<file path="src/hw/wdtrf_cfg.svh">
`ifndef WDTRF_CFG_SVH
`define WDTRF_CFG_SVH

// ---------------------------------------------------------------
// Register offsets (byte addresses on APB)
// ---------------------------------------------------------------
`define WDTRF_CTRL_OFS   12'h060
`define WDTRF_CAUSE_OFS  12'h064

// ---------------------------------------------------------------
// Control and status fields
// ---------------------------------------------------------------
`define WDTRF_IRQF_BIT   7
`define WDTRF_IRQE_BIT   6
`define WDTRF_PSEL3_BIT  5
`define WDTRF_CE_BIT     4
`define WDTRF_WDE_BIT    3

// ---------------------------------------------------------------
// Reset-cause fields
// ---------------------------------------------------------------
`define WDTRF_SCAN_BIT   4
`define WDTRF_WATCHDOG_RESET_FLAG_BIT   3
`define WDTRF_BOR_BIT    2
`define WDTRF_PIN_BIT    1
`define WDTRF_POR_BIT    0

// ---------------------------------------------------------------
// Reset values and timing counts
// ---------------------------------------------------------------
`define WDTRF_CAUSE_RST  5'h01
`define WDTRF_CE_CYCLES  3'h4
`define WDTRF_PSEL_MAX   4'h9
`define WDTRF_BASE_LOG2  11
`define WDTRF_OSC_KHZ    128

`endif

</file>
<file path="src/hw/wdtrf_pkg.sv">
package wdtrf_pkg;

   // ---------------------------------------------------------------
   // Watchdog operating modes
   // ---------------------------------------------------------------
   typedef enum logic [1:0] {
      wdtrf_stopped,
      wdtrf_irq_only,
      wdtrf_rst_only,
      wdtrf_irq_rst
   } wdtrf_mode_t;

endpackage : wdtrf_pkg

</file>
<file path="src/hw/wdtrf_sync.sv">
`timescale 1ns/1ps

// Two-flop synchroniser, one lane per bit
module wdtrf_sync #(
   parameter int W = 1
) (
   input  wire logic         clk_sys_i,
   input  wire logic         rst_n_i,
   input  wire logic [W-1:0] d_i,
   output logic      [W-1:0] q_o
);

   typedef struct packed {
      logic [W-1:0] meta;
      logic [W-1:0] sync;
   } wdtrf_sync_t;

   wdtrf_sync_t s_r;
   wdtrf_sync_t s_nxt;

   // ---------------------------------------------------------------
   // Stages
   // ---------------------------------------------------------------
   // First stage feeds only the second one
   always_comb begin
      s_nxt      = s_r;
      s_nxt.meta = d_i;
      s_nxt.sync = s_r.meta;
   end

   // Register with constant async reset
   always_ff @(posedge clk_sys_i or negedge rst_n_i) begin
      if (!rst_n_i) begin
         s_r <= '0;
      end else begin
         s_r <= s_nxt;
      end
   end

   assign q_o = s_r.sync;

endmodule : wdtrf_sync

</file>
<file path="src/hw/wdtrf_top.sv">
// What this block does
// - watchdog reset sets cause bit 3; cleared by power-on or software zero.
// - scan-chain reset sets cause bit 4; cleared by power-on or software zero.
// - brown-out reset sets cause bit 2; cleared by power-on or software zero.
// - pin reset sets cause bit 1; cleared by power-on or software zero.
// - power-on sets cause bit 0; only a software zero clears it.
// - time-out in interrupt operation sets control bit 7 flag.
// - vector execution or software writing one clears the flag.
// - interrupt requested only with global enable and bit 6 enable.
// - fuse and two enables decode into stopped, irq, reset, irq-then-reset.
// - combined mode: vector clears flag and enable, leaving reset-only mode.
// - combined mode: unserviced flag at next time-out gives system reset.
// - clearing reset-enable or changing period needs change-enable set.
// - change-enable self-clears four system cycles after being written.
// - reset-enable reads set while watchdog reset flag is set.
// - period codes 0..9 give 2048 doubling to 1048576 oscillator cycles.
// - protected change: write change and reset enables, then new values.
// - counter advances on the separate 128 kHz oscillator.
// - programmed fuse holds reset-enable at one, interrupt enable zero.
// - reset-mode time-out drives a one-cycle system reset pulse.
`timescale 1ns/1ps
`include "wdtrf_cfg.svh"

module wdtrf_top #(
   parameter int BASE_LOG2 = `WDTRF_BASE_LOG2,
   parameter int ADDR_W    = 12
) (
   input  wire logic              clk_sys_i,
   input  wire logic              rst_n_i,
   // APB slave
   input  wire logic [ADDR_W-1:0] paddr_i,
   input  wire logic              psel_i,
   input  wire logic              penable_i,
   input  wire logic              pwrite_i,
   input  wire logic [31:0]       pwdata_i,
   input  wire logic [3:0]        pstrb_i,
   output logic      [31:0]       prdata_o,
   output logic                   pready_o,
   output logic                   pslverr_o,
   // Core side
   input  wire logic              global_irq_en_i,
   input  wire logic              irq_ack_i,
   input  wire logic              wdr_i,
   output logic                   irq_o,
   output logic                   sys_reset_o,
   // Outside the clock domain
   input  wire logic              wdt_osc_i,
   input  wire logic              always_on_fuse_i,
   input  wire logic              pin_reset_i,
   input  wire logic              brownout_reset_i,
   input  wire logic              scan_reset_i
);

   localparam int CNT_W = BASE_LOG2 + int'(`WDTRF_PSEL_MAX);

   typedef struct packed {
      logic             osc_prev;
      logic [CNT_W-1:0] cnt;
      logic             irq_flag;
      logic             irq_en;
      logic [3:0]       psel;
      logic             ce;
      logic [2:0]       ce_cnt;
      logic             reset_enable;
      logic [4:0]       cause;
      logic             rst_pulse;
      logic [31:0]      rdata;
   } wdtrf_state_t;

   wdtrf_state_t s_r;
   wdtrf_state_t s_nxt;

   // ---------------------------------------------------------------
   // Reset release and input synchronisers
   // ---------------------------------------------------------------
   logic       rst_sync_n;
   logic [4:0] pins_s;
   logic       osc_s;
   logic       fuse_s;
   logic       pin_s;
   logic       bor_s;
   logic       scan_s;

   // Async assert, synchronous release
   wdtrf_sync #(
      .W (1)
   ) u_rst_sync (
      .clk_sys_i (clk_sys_i),
      .rst_n_i   (rst_n_i),
      .d_i       (1'b1),
      .q_o       (rst_sync_n)
   );

   // Oscillator and reset sources come from other domains
   wdtrf_sync #(
      .W (5)
   ) u_pin_sync (
      .clk_sys_i (clk_sys_i),
      .rst_n_i   (rst_sync_n),
      .d_i       ({scan_reset_i, brownout_reset_i, pin_reset_i,
                   always_on_fuse_i, wdt_osc_i}),
      .q_o       (pins_s)
   );

   assign osc_s  = pins_s[0];
   assign fuse_s = pins_s[1];
   assign pin_s  = pins_s[2];
   assign bor_s  = pins_s[3];
   assign scan_s = pins_s[4];

   // ---------------------------------------------------------------
   // Mode decode
   // ---------------------------------------------------------------
   logic                  wde_eff;
   logic                  irqe_eff;
   wdtrf_pkg::wdtrf_mode_t mode;

   // Fuse and reset flag both force reset-enable on
   // Keeps a failing system resetting until software clears the flag
   assign wde_eff  = s_r.reset_enable | s_r.cause[`WDTRF_WATCHDOG_RESET_FLAG_BIT] | fuse_s;
   assign irqe_eff = s_r.irq_en & ~fuse_s;

   always_comb begin
      if (fuse_s) begin
         mode = wdtrf_pkg::wdtrf_rst_only;
      end else begin
         case ({wde_eff, irqe_eff})
            2'b01:   mode = wdtrf_pkg::wdtrf_irq_only;
            2'b10:   mode = wdtrf_pkg::wdtrf_rst_only;
            2'b11:   mode = wdtrf_pkg::wdtrf_irq_rst;
            default: mode = wdtrf_pkg::wdtrf_stopped;
         endcase
      end
   end

   // ---------------------------------------------------------------
   // Time-out limit
   // ---------------------------------------------------------------
   logic [3:0]       code_eff;
   logic [CNT_W-1:0] limit;

   // Reserved codes run at the longest period rather than stall
   // Limitation: a reserved code still reads back as written
   assign code_eff = (s_r.psel > `WDTRF_PSEL_MAX) ? `WDTRF_PSEL_MAX : s_r.psel;
   assign limit    = {CNT_W{1'b1}} >> (`WDTRF_PSEL_MAX - code_eff);

   // ---------------------------------------------------------------
   // Bus decode
   // ---------------------------------------------------------------
   logic        hit_ctrl;
   logic        hit_cause;
   logic        setup_rd;
   logic        wr_acc;
   logic        wr_ctrl;
   logic        wr_cause;
   logic        tick;
   logic        timeout;
   logic        sys_rst_any;
   logic [7:0]  ctrl_rd;
   logic [7:0]  wd;

   assign hit_ctrl  = (paddr_i == ADDR_W'(`WDTRF_CTRL_OFS));
   assign hit_cause = (paddr_i == ADDR_W'(`WDTRF_CAUSE_OFS));
   assign setup_rd  = psel_i & ~penable_i & ~pwrite_i;
   assign wr_acc    = psel_i & penable_i & pwrite_i & pstrb_i[0];
   assign wr_ctrl   = wr_acc & hit_ctrl;
   assign wr_cause  = wr_acc & hit_cause;
   assign wd        = pwdata_i[7:0];

   // ---------------------------------------------------------------
   // Oscillator tick and time-out
   // ---------------------------------------------------------------
   // Oscillator rising edge, seen once per cycle of it
   // Edges closer than two system cycles would be merged
   assign tick    = osc_s & ~s_r.osc_prev;
   assign timeout = tick & (mode != wdtrf_pkg::wdtrf_stopped)
                    & (s_r.cnt == limit) & ~wdr_i;

   // Any system reset other than power-on resets the control bits
   assign sys_rst_any = s_r.rst_pulse | pin_s | bor_s | scan_s;

   assign ctrl_rd = {s_r.irq_flag, irqe_eff, s_r.psel[3], s_r.ce,
                     wde_eff, s_r.psel[2:0]};

   // ---------------------------------------------------------------
   // Next-state logic
   // ---------------------------------------------------------------
   always_comb begin
      s_nxt           = s_r;
      s_nxt.osc_prev  = osc_s;
      s_nxt.rst_pulse = 1'b0;

      // Counter: restart wins over a coincident tick
      if (wdr_i || mode == wdtrf_pkg::wdtrf_stopped) begin
         s_nxt.cnt = '0;
      end else if (tick) begin
         s_nxt.cnt = (s_r.cnt == limit) ? '0 : s_r.cnt + 1'b1;
      end

      // Change window runs down on the system clock
      // Writes on the four edges after the opening one may use it
      if (s_r.ce) begin
         if (s_r.ce_cnt == 3'h1) begin
            s_nxt.ce     = 1'b0;
            s_nxt.ce_cnt = 3'h0;
         end else begin
            s_nxt.ce_cnt = s_r.ce_cnt - 3'h1;
         end
      end

      // Control write: protected fields obey the window
      if (wr_ctrl) begin
         s_nxt.irq_en = wd[`WDTRF_IRQE_BIT];
         if (wd[`WDTRF_IRQF_BIT]) begin
            s_nxt.irq_flag = 1'b0;
         end
         if (wd[`WDTRF_WDE_BIT]) begin
            s_nxt.reset_enable = 1'b1;
         end else if (s_r.ce && !s_r.cause[`WDTRF_WATCHDOG_RESET_FLAG_BIT]) begin
            s_nxt.reset_enable = 1'b0;
         end
         if (s_r.ce) begin
            s_nxt.psel = {wd[`WDTRF_PSEL3_BIT], wd[2:0]};
         end
         // Opening needs both enables in one write; any other write closes it
         if (wd[`WDTRF_CE_BIT] && wd[`WDTRF_WDE_BIT]) begin
            s_nxt.ce     = 1'b1;
            s_nxt.ce_cnt = `WDTRF_CE_CYCLES;
         end else begin
            s_nxt.ce     = 1'b0;
            s_nxt.ce_cnt = 3'h0;
         end
      end

      // Cause flags: writing zero clears, ones keep
      if (wr_cause) begin
         s_nxt.cause = s_r.cause & wd[4:0];
      end

      // Vector execution; combined mode also drops the enable
      if (irq_ack_i) begin
         s_nxt.irq_flag = 1'b0;
         if (mode == wdtrf_pkg::wdtrf_irq_rst) begin
            s_nxt.irq_en = 1'b0;
         end
      end

      // Time-out action; flag set wins over a same-cycle clear
      if (timeout) begin
         case (mode)
            wdtrf_pkg::wdtrf_irq_only: begin
               s_nxt.irq_flag = 1'b1;
            end
            wdtrf_pkg::wdtrf_rst_only: begin
               s_nxt.rst_pulse = 1'b1;
            end
            wdtrf_pkg::wdtrf_irq_rst: begin
               if (s_r.irq_flag) begin
                  s_nxt.rst_pulse = 1'b1;
               end else begin
                  s_nxt.irq_flag = 1'b1;
               end
            end
            default: begin
               s_nxt.rst_pulse = 1'b0;
            end
         endcase
      end

      // Reset sources set their flags; set beats a software clear
      if (s_r.rst_pulse) begin
         s_nxt.cause[`WDTRF_WATCHDOG_RESET_FLAG_BIT] = 1'b1;
      end
      if (scan_s) begin
         s_nxt.cause[`WDTRF_SCAN_BIT] = 1'b1;
      end
      if (bor_s) begin
         s_nxt.cause[`WDTRF_BOR_BIT] = 1'b1;
      end
      if (pin_s) begin
         s_nxt.cause[`WDTRF_PIN_BIT] = 1'b1;
      end

      // System reset clears control state but never the cause flags
      // A long pin reset keeps the control word cleared while high
      if (sys_rst_any) begin
         s_nxt.cnt      = '0;
         s_nxt.irq_flag = 1'b0;
         s_nxt.irq_en   = 1'b0;
         s_nxt.psel     = 4'h0;
         s_nxt.ce       = 1'b0;
         s_nxt.ce_cnt   = 3'h0;
         s_nxt.reset_enable      = 1'b0;
      end

      // Fuse pins the enables whatever software wrote
      if (fuse_s) begin
         s_nxt.reset_enable    = 1'b1;
         s_nxt.irq_en = 1'b0;
      end

      // Read data captured in the setup phase
      if (setup_rd) begin
         if (hit_ctrl) begin
            s_nxt.rdata = {24'h000000, ctrl_rd};
         end else if (hit_cause) begin
            s_nxt.rdata = {27'h0000000, s_r.cause};
         end else begin
            s_nxt.rdata = 32'h00000000;
         end
      end
   end

   // ---------------------------------------------------------------
   // State register
   // ---------------------------------------------------------------
   // Power-on leaves only the power-on flag set
   // Other cause flags clear here
   always_ff @(posedge clk_sys_i or negedge rst_sync_n) begin
      if (!rst_sync_n) begin
         s_r       <= '0;
         s_r.cause <= `WDTRF_CAUSE_RST;
      end else begin
         s_r <= s_nxt;
      end
   end

   // ---------------------------------------------------------------
   // Outputs
   // ---------------------------------------------------------------
   // Zero wait states; unmapped addresses raise an error
   // Request is a level; it drops once the core takes the vector
   assign pready_o    = 1'b1;
   assign pslverr_o   = psel_i & penable_i & ~(hit_ctrl | hit_cause);
   assign prdata_o    = s_r.rdata;
   assign irq_o       = s_r.irq_flag & irqe_eff & global_irq_en_i;
   assign sys_reset_o = s_r.rst_pulse;

endmodule : wdtrf_top

</file>
<file path="config.mk">
export PLATFORM = sky130hd
export DESIGN_NAME = wdtrf_top
export DESIGN_NICKNAME = d
export VERILOG_FILES = /design/src/hw/wdtrf_pkg.sv /design/src/hw/wdtrf_sync.sv /design/src/hw/wdtrf_top.sv
export VERILOG_INCLUDE_DIRS = /design/src /design/src/hw
export SDC_FILE = /design/constraint.sdc
export NUM_CORES = 1
export LEC_CHECK = 0
export BUFFER_PORTS_ARGS = -buffer_cell sky130_fd_sc_hd__buf_2
export CORE_MARGIN = 2
export CORE_UTILIZATION = 55
export DETAILED_ROUTE_END_ITERATION = 10
export PLACE_DENSITY = 0.9
export REMOVE_ABC_BUFFERS = 1
export SLEW_MARGIN = 10
export SYNTH_ARGS = -nofsm -noshare
export SYNTH_HDL_FRONTEND = slang
export SYNTH_SLANG_ARGS = --single-unit
</file>
<file path="constraint.sdc">
create_clock -name clk_sys_i -period 5.5 [get_ports clk_sys_i]
set_input_delay 0.55 -clock clk_sys_i [delete_from_list [all_inputs] [get_ports clk_sys_i]]
set_output_delay 0.55 -clock clk_sys_i [all_outputs]
set_load 0.05 [all_outputs]
</file>
---- After elaboration in Yosys (flattened, before gate mapping) ----
Index checks and enable logic that the tools add are counted.
storage, ports and cells
  register bits after elaboration ......... 82
  output and inout port bits .............. 36
cells by class
  magnitude comparators ................... 1
  reduce and logical (&&, ||, !) cells .... 18
  equality and inequality tests ........... 10
  $add $sub $neg .......................... 3
  muxes and demuxes ....................... 33
  bitwise gates (word level) .............. 28
  shift-type cells ........................ 1
operator list
  kind                                                  count
  2-to-1 mux 20 bit                                     3
  2-to-1 mux 31 bit                                     1
  == test 12 x 7 -> 1 bit, second input constant        2
  adder 20 x 1 -> 20 bit, second input constant         1
  == test 20 bit                                        1
  >> shifter 20 x 4 -> 20 bit, first input constant     1
  2-to-1 mux 4 bit                                      4
  AND 1 bit                                             15
  2-to-1 mux 1 bit                                      15
  nonzero test 2 bit                                    7
  2-to-1 mux 11 bit                                     1
  2-to-1 mux 5 bit                                      2
  nonzero test 3 bit                                    3
  == test 2 bit, second input constant                  4
  2-to-1 mux 8 bit                                      1
  NOT 1 bit                                             6
  OR 1 bit                                              6
  case mux 2 bit (3 select lines)                       1
  AND 5 bit                                             1
  == test 2 x 1 -> 1 bit, second input constant         2
  greater-than comparator 4 bit, second input constant  1
  2-to-1 mux 2 bit                                      2
  case mux 1 bit (2 select lines)                       2
  AND reduction 2 bit                                   2
  other kinds (9)                                       10

---- Depth between registers and ports, before layout ----
  word-level depth ........................ 13
  gate-level depth with buffers ........... 14
  mapped depth without buffers ............ 10

---- Cells and area by module ----
Synthesis repeated with hierarchy kept, for this count alone.
second synthesis, totals
  cells, all modules ...................... 404
  area total of the unflattened synthesis .. 3657.3 um2
by module, submodules not included
  module                   cells each  instances  area an instance (um2)
  wdtrf_top                392         1          3357.0
  wdtrf_sync (u_pin_sync)  10          1          250.2
  wdtrf_sync (u_rst_sync)  2           1          50.0

---- Worst setup path before layout ----
OpenSTA, ideal clock, no wires.
  path type ............................... reg-to-reg
  start ................................... reg s_r (netlist bit ctrl_rd[5])
  end ..................................... reg s_r[50] (netlist bit)
  data required time ...................... 5.378 ns
  path slack .............................. 2.613 ns
  buffers on the path ..................... 3
  period minus slack after synthesis ...... 2.887 ns
  arrival ................................. 2.765 ns
  stages on the path, launching flop included .. 12
  cell sequence ........................... dfrtp_1 -> buf_2 -> inv_1 -> nand2_1 -> ha_1 -> clkbuf_1 -> nand3b_1 -> or4_1 -> a211oi_2 -> nand4_4 -> buf_6 -> a32o_1
between the ends
  cells in the longest elaborated chain, start to end .. 9
ends and longest elaborated chain
  item                                            RTL line          RTL
  from (decl)                                     wdtrf_top.sv:70   wdtrf_state_t s_r;
  from (signal assigned)                          wdtrf_top.sv:324  s_r <= s_nxt;
  greater-than comparator 4 bit (no source line)  -
  2-to-1 mux 4 bit (*)                            wdtrf_top.sv:144  assign code_eff = (s_r.psel > `WDTRF_PSEL_MAX) ? `WDTRF_PSEL_MAX : s_r.psel;
  subtractor 4 bit (no source line) (*)           -
  >> shifter 20 x 4 -> 20 bit (*)                 wdtrf_top.sv:145  assign limit = {CNT_W{1'b1}} >> (`WDTRF_PSEL_MAX - code_eff);
  == test 20 bit (*)                              wdtrf_top.sv:197  s_nxt.cnt = (s_r.cnt == limit) ? '0 : s_r.cnt + 1'b1;
  2-to-1 mux 20 bit (*)                           wdtrf_top.sv:197
  2-to-1 mux 20 bit (*)                           wdtrf_top.sv:196  end else if (tick) begin
  2-to-1 mux 20 bit (*)                           wdtrf_top.sv:194  if (wdr_i || mode == wdtrf_pkg::wdtrf_stopped) begin
  2-to-1 mux 31 bit (*)                           wdtrf_top.sv:286  if (sys_rst_any) begin
Mark *: on every way between the ends. The rest lies on a longest branch, timed or not. The select of a mux whose other input is x is not followed.
A chain may end at the register's enable or synchronous reset.

---- Final worst setup path ----
  start ................................... reg s_r (netlist bit ctrl_rd[5])
  end ..................................... reg s_r[62] (netlist bit)
Same word-level chain as after synthesis.

==> flow_metrics.env <==
export IMPL_status="finished, final reports clean"
export IMPL_cts_num_sinks=58
export IMPL_internal_power_w=0.000712
export IMPL_slew_limit_headroom_pct=57.2
export IMPL_maxSlewViolCount=0
export IMPL_yosys_warnings=0
export IMPL_place_congestion=0.945
export IMPL_ys_seq_area_share_pct=40.4
export IMPL_grt_pass1_vias=2720
export IMPL_h_tree_depth=3
export IMPL_utilization_pct=61.6
export IMPL_wl_per_cell_um=15.2
export IMPL_cts_buffers=9
export IMPL_start_util_pct=56.6
export IMPL_io_buffers=44
export IMPL_insertion_delay_ns=0.34
export IMPL_drtIter0Drc=327
export IMPL_final_hold_viol_count=0
export IMPL_cts_tree="yes"
export IMPL_grtUsageTotal_pct=22.5
export IMPL_netlist_area_leader_share_pct=39.7
export IMPL_instances_no_fill=513
export IMPL_vias=3069
export IMPL_syn_area_sq_mm=0.00360
export IMPL_fin_crit_ns=3.67
export IMPL_critPathCaptureType="flop"
export IMPL_yosysUniqueCellTypes=63
export IMPL_critPathKind="flop to flop"
export IMPL_drive_above_1_share_pct=18.1
export IMPL_path_cells="inv_1 > nand2_1 > ha_1 > nor4bb_1 > a32oi_1 > a2bb2oi_1 > nor4_4 > nand4_4 > nand2_2 > o311ai_0"
export IMPL_hold_worst_slack_ns=0.195
export IMPL_vdd_drop_max_mv=0.200
export IMPL_pwr_share_clk_pct=46.2
export IMPL_critPathMaxFanout=19
export IMPL_p_leak_nw=1.67
export IMPL_synth_top_area_cell="dfrtp_1"
export IMPL_drc=0
export IMPL_hpwl_mm=5.47
export IMPL_powerDensity_mw_per_mm2=242
export IMPL_avgSynthCellArea_sq_um=8.88
export IMPL_yosys_top_cells_area="dfrtp_1, buf_4, nand2_1"
export IMPL_start_kind="flop"
export IMPL_p_seq_share_pct=46.2
export IMPL_clk_path_buf_depth=2
export IMPL_area_growth_pct=8.77
export IMPL_final_nets=498
export IMPL_ys_flop_type="dfrtp_1"
export IMPL_antennaDiodeCount=0
export IMPL_fp_dieH_um=84.9
export IMPL_antenna_found_initial=0
export IMPL_drt_wl_total_mm=7.78
export IMPL_maxCapViolCount=0
export IMPL_fin_ws_ns=1.83
export IMPL_grt_overflow_total=0
export IMPL_grt_pass1_wl_mm=12.9
export IMPL_synth_edf_count=0
export IMPL_setup_viol=0
export IMPL_yosysMostFrequentCell="dfrtp_1"
export IMPL_drt_first_pass_iters=5
export IMPL_die_w_um=84.9
export IMPL_synth_common_cells="dfrtp_1, nand2_1, buf_4"
export IMPL_detail_route_antenna_nets=0
export IMPL_std_cell_rows=29
export IMPL_pre_cts_slack_ns=1.87
export IMPL_async_reset_ff_share_pct=100
export IMPL_setup_tns_ns=0
export IMPL_cts_setup_buffers=0
export IMPL_dp_cells=496
export IMPL_cts_resized=0
export IMPL_clkSlewWorstSetupHoldPaths_ns=0.07
export IMPL_cp_arrival_ns=3.87
export IMPL_crit_required_ns=5.69
export IMPL_p_sw_w=0.000234
export IMPL_rsz0062_at_grt="false"
export IMPL_grt_max_degree=38
export IMPL_die_area_sq_mm=0.00720
export IMPL_fmax_mhz=272
export IMPL_netlist_instances=405
export IMPL_ios=97
export IMPL_cts_root_buf="clkbuf_8"
export IMPL_hold_path_class="flop to async pin"
export IMPL_fin_crit_sh_pct=66.8
export IMPL_fp_coreArea_sq_mm=0.00635
export IMPL_viasPerCell=5.98
export IMPL_cpPeakStageDelay_ns=0.66
export IMPL_switching_share_pct=24.7
export IMPL_tightest_slew_ns=0.642
export IMPL_ys_seq_elements=58
export IMPL_slowest_stage="dfrtp_1"
export IMPL_p_comb_share_pct=7.6
export IMPL_clock_skew_ns=0.0102
[placed cells by master, fill, tap and decap left out, types with 3 or more instances in the layout]
cell and count:
a21oi_1 13, a31oi_1 9, and2_1 3, and3_1 10
buf_2 44, buf_4 4, clkbuf_8 10, conb_1 26
dfrtp_1 56, ha_1 6, inv_1 13, mux2i_1 9
nand2_1 54, nand2b_1 7, nand3_1 21, nand3b_1 5
nand4_1 13, nor2_1 16, nor2b_1 5, nor3_1 9
nor4bb_1 3, o211ai_1 4, o21a_1 4, o21ai_0 18
o311ai_0 3, o311ai_1 5, o31ai_1 5, or2_2 4
or3_1 3, or4_1 4, xnor2_1 5
[metrics by stage]
stage,instance area [sq um],total power [W]
final,3910,0.000945
after global routing,3910,0.000978
after CTS,3910,0.000952
after detailed placement,3680,0.000516
after global placement,3680,0.000514
after floorplan,3320,0.000494
[layer usage]
layer	up-vias	routed length, um	global-route usage [%]
li1	1449	-	-
met1	1490	3410	30.3
met2	116	3730	34.5
met3	14	465	5.74
met4	0	176	10.4
met5	-	0	0
[critical path: cells and delay by family (launching register included)]
family / cells / cell delay (ns)
adders and majority gates: 1 / 0.59
DFF: 1 / 0.66
and+or+nand+nor: 5 / 1.57
buffers and inverters: 1 / 0.21
AOI/OAI and AO/OA: 3 / 0.48
[kinds of logic after synthesis]
group | count (synthesis) | synth area share [%]
XOR/XNOR | 7 | 1.91
buffers and inverters | 71 | 11.4
AO/OA/AOI/OAI | 84 | 16.4
adder cells (fa/ha/maj) | 6 | 2.09
AND/OR/NAND/NOR | 168 | 25.1
flip-flops | 58 | 40.4
other | 2 | 0.209
multiplexers | 9 | 2.51
[final timing paths]
path	cells past startpoint	slack, ns	to	from
worst max-delay path	10	1.83	s_r[62]	ctrl_rd[5]
worst min-delay path	0	0.20	s_r[37]	u_rst_sync.q_o
worst max register to register	10	1.83	s_r[62]	ctrl_rd[5]
worst min register to register	0	0.20	s_r[37]	u_rst_sync.q_o
max in group asynchronous	1	4.46	s_r[33]	u_rst_sync.q_o
min in group clk_sys_i	1	0.31	u_pin_sync.s_nxt[3]	brownout_reset_i
[what timing repair did]
item,in CTS,in global routing
setup endpoints to repair,0,0
hold buffers,1,0
endpoints found under the hold margin,2,0
[flip-flops by register name, summed over array words and instances (netlist names)]
name	flops
u_rst_sync.q_o	1
u_pin_sync.s_nxt	5
prdata_o	8
sys_reset_o	1
s_r	31
u_pin_sync.q_o	5
ctrl_rd	6
u_rst_sync.s_nxt	1
[final cells by class]
class,count,area (sq um)
clock inverter,5,77.6
clock buffer,11,141
timing repair buffer,49,260
sequential,58,1450
inverter,13,48.8
multi-input combinational,300,1830
tap,77,96.3
fill,519,2440
[power groups by stage]
stage | clock network (W) | registers [W] | logic (W)
2_1_floorplan | 0 | 0.000447 | 0.0000472
3_3_place_gp | 0 | 0.000444 | 0.0000695
3_5_place_dp | 0 | 0.000445 | 0.0000706
4_1_cts | 0.000443 | 0.000437 | 0.0000717
5_1_grt | 0.000465 | 0.000438 | 0.0000759
6_report | 0.000437 | 0.000437 | 0.0000716
Power figures use the tool's default switching activity.
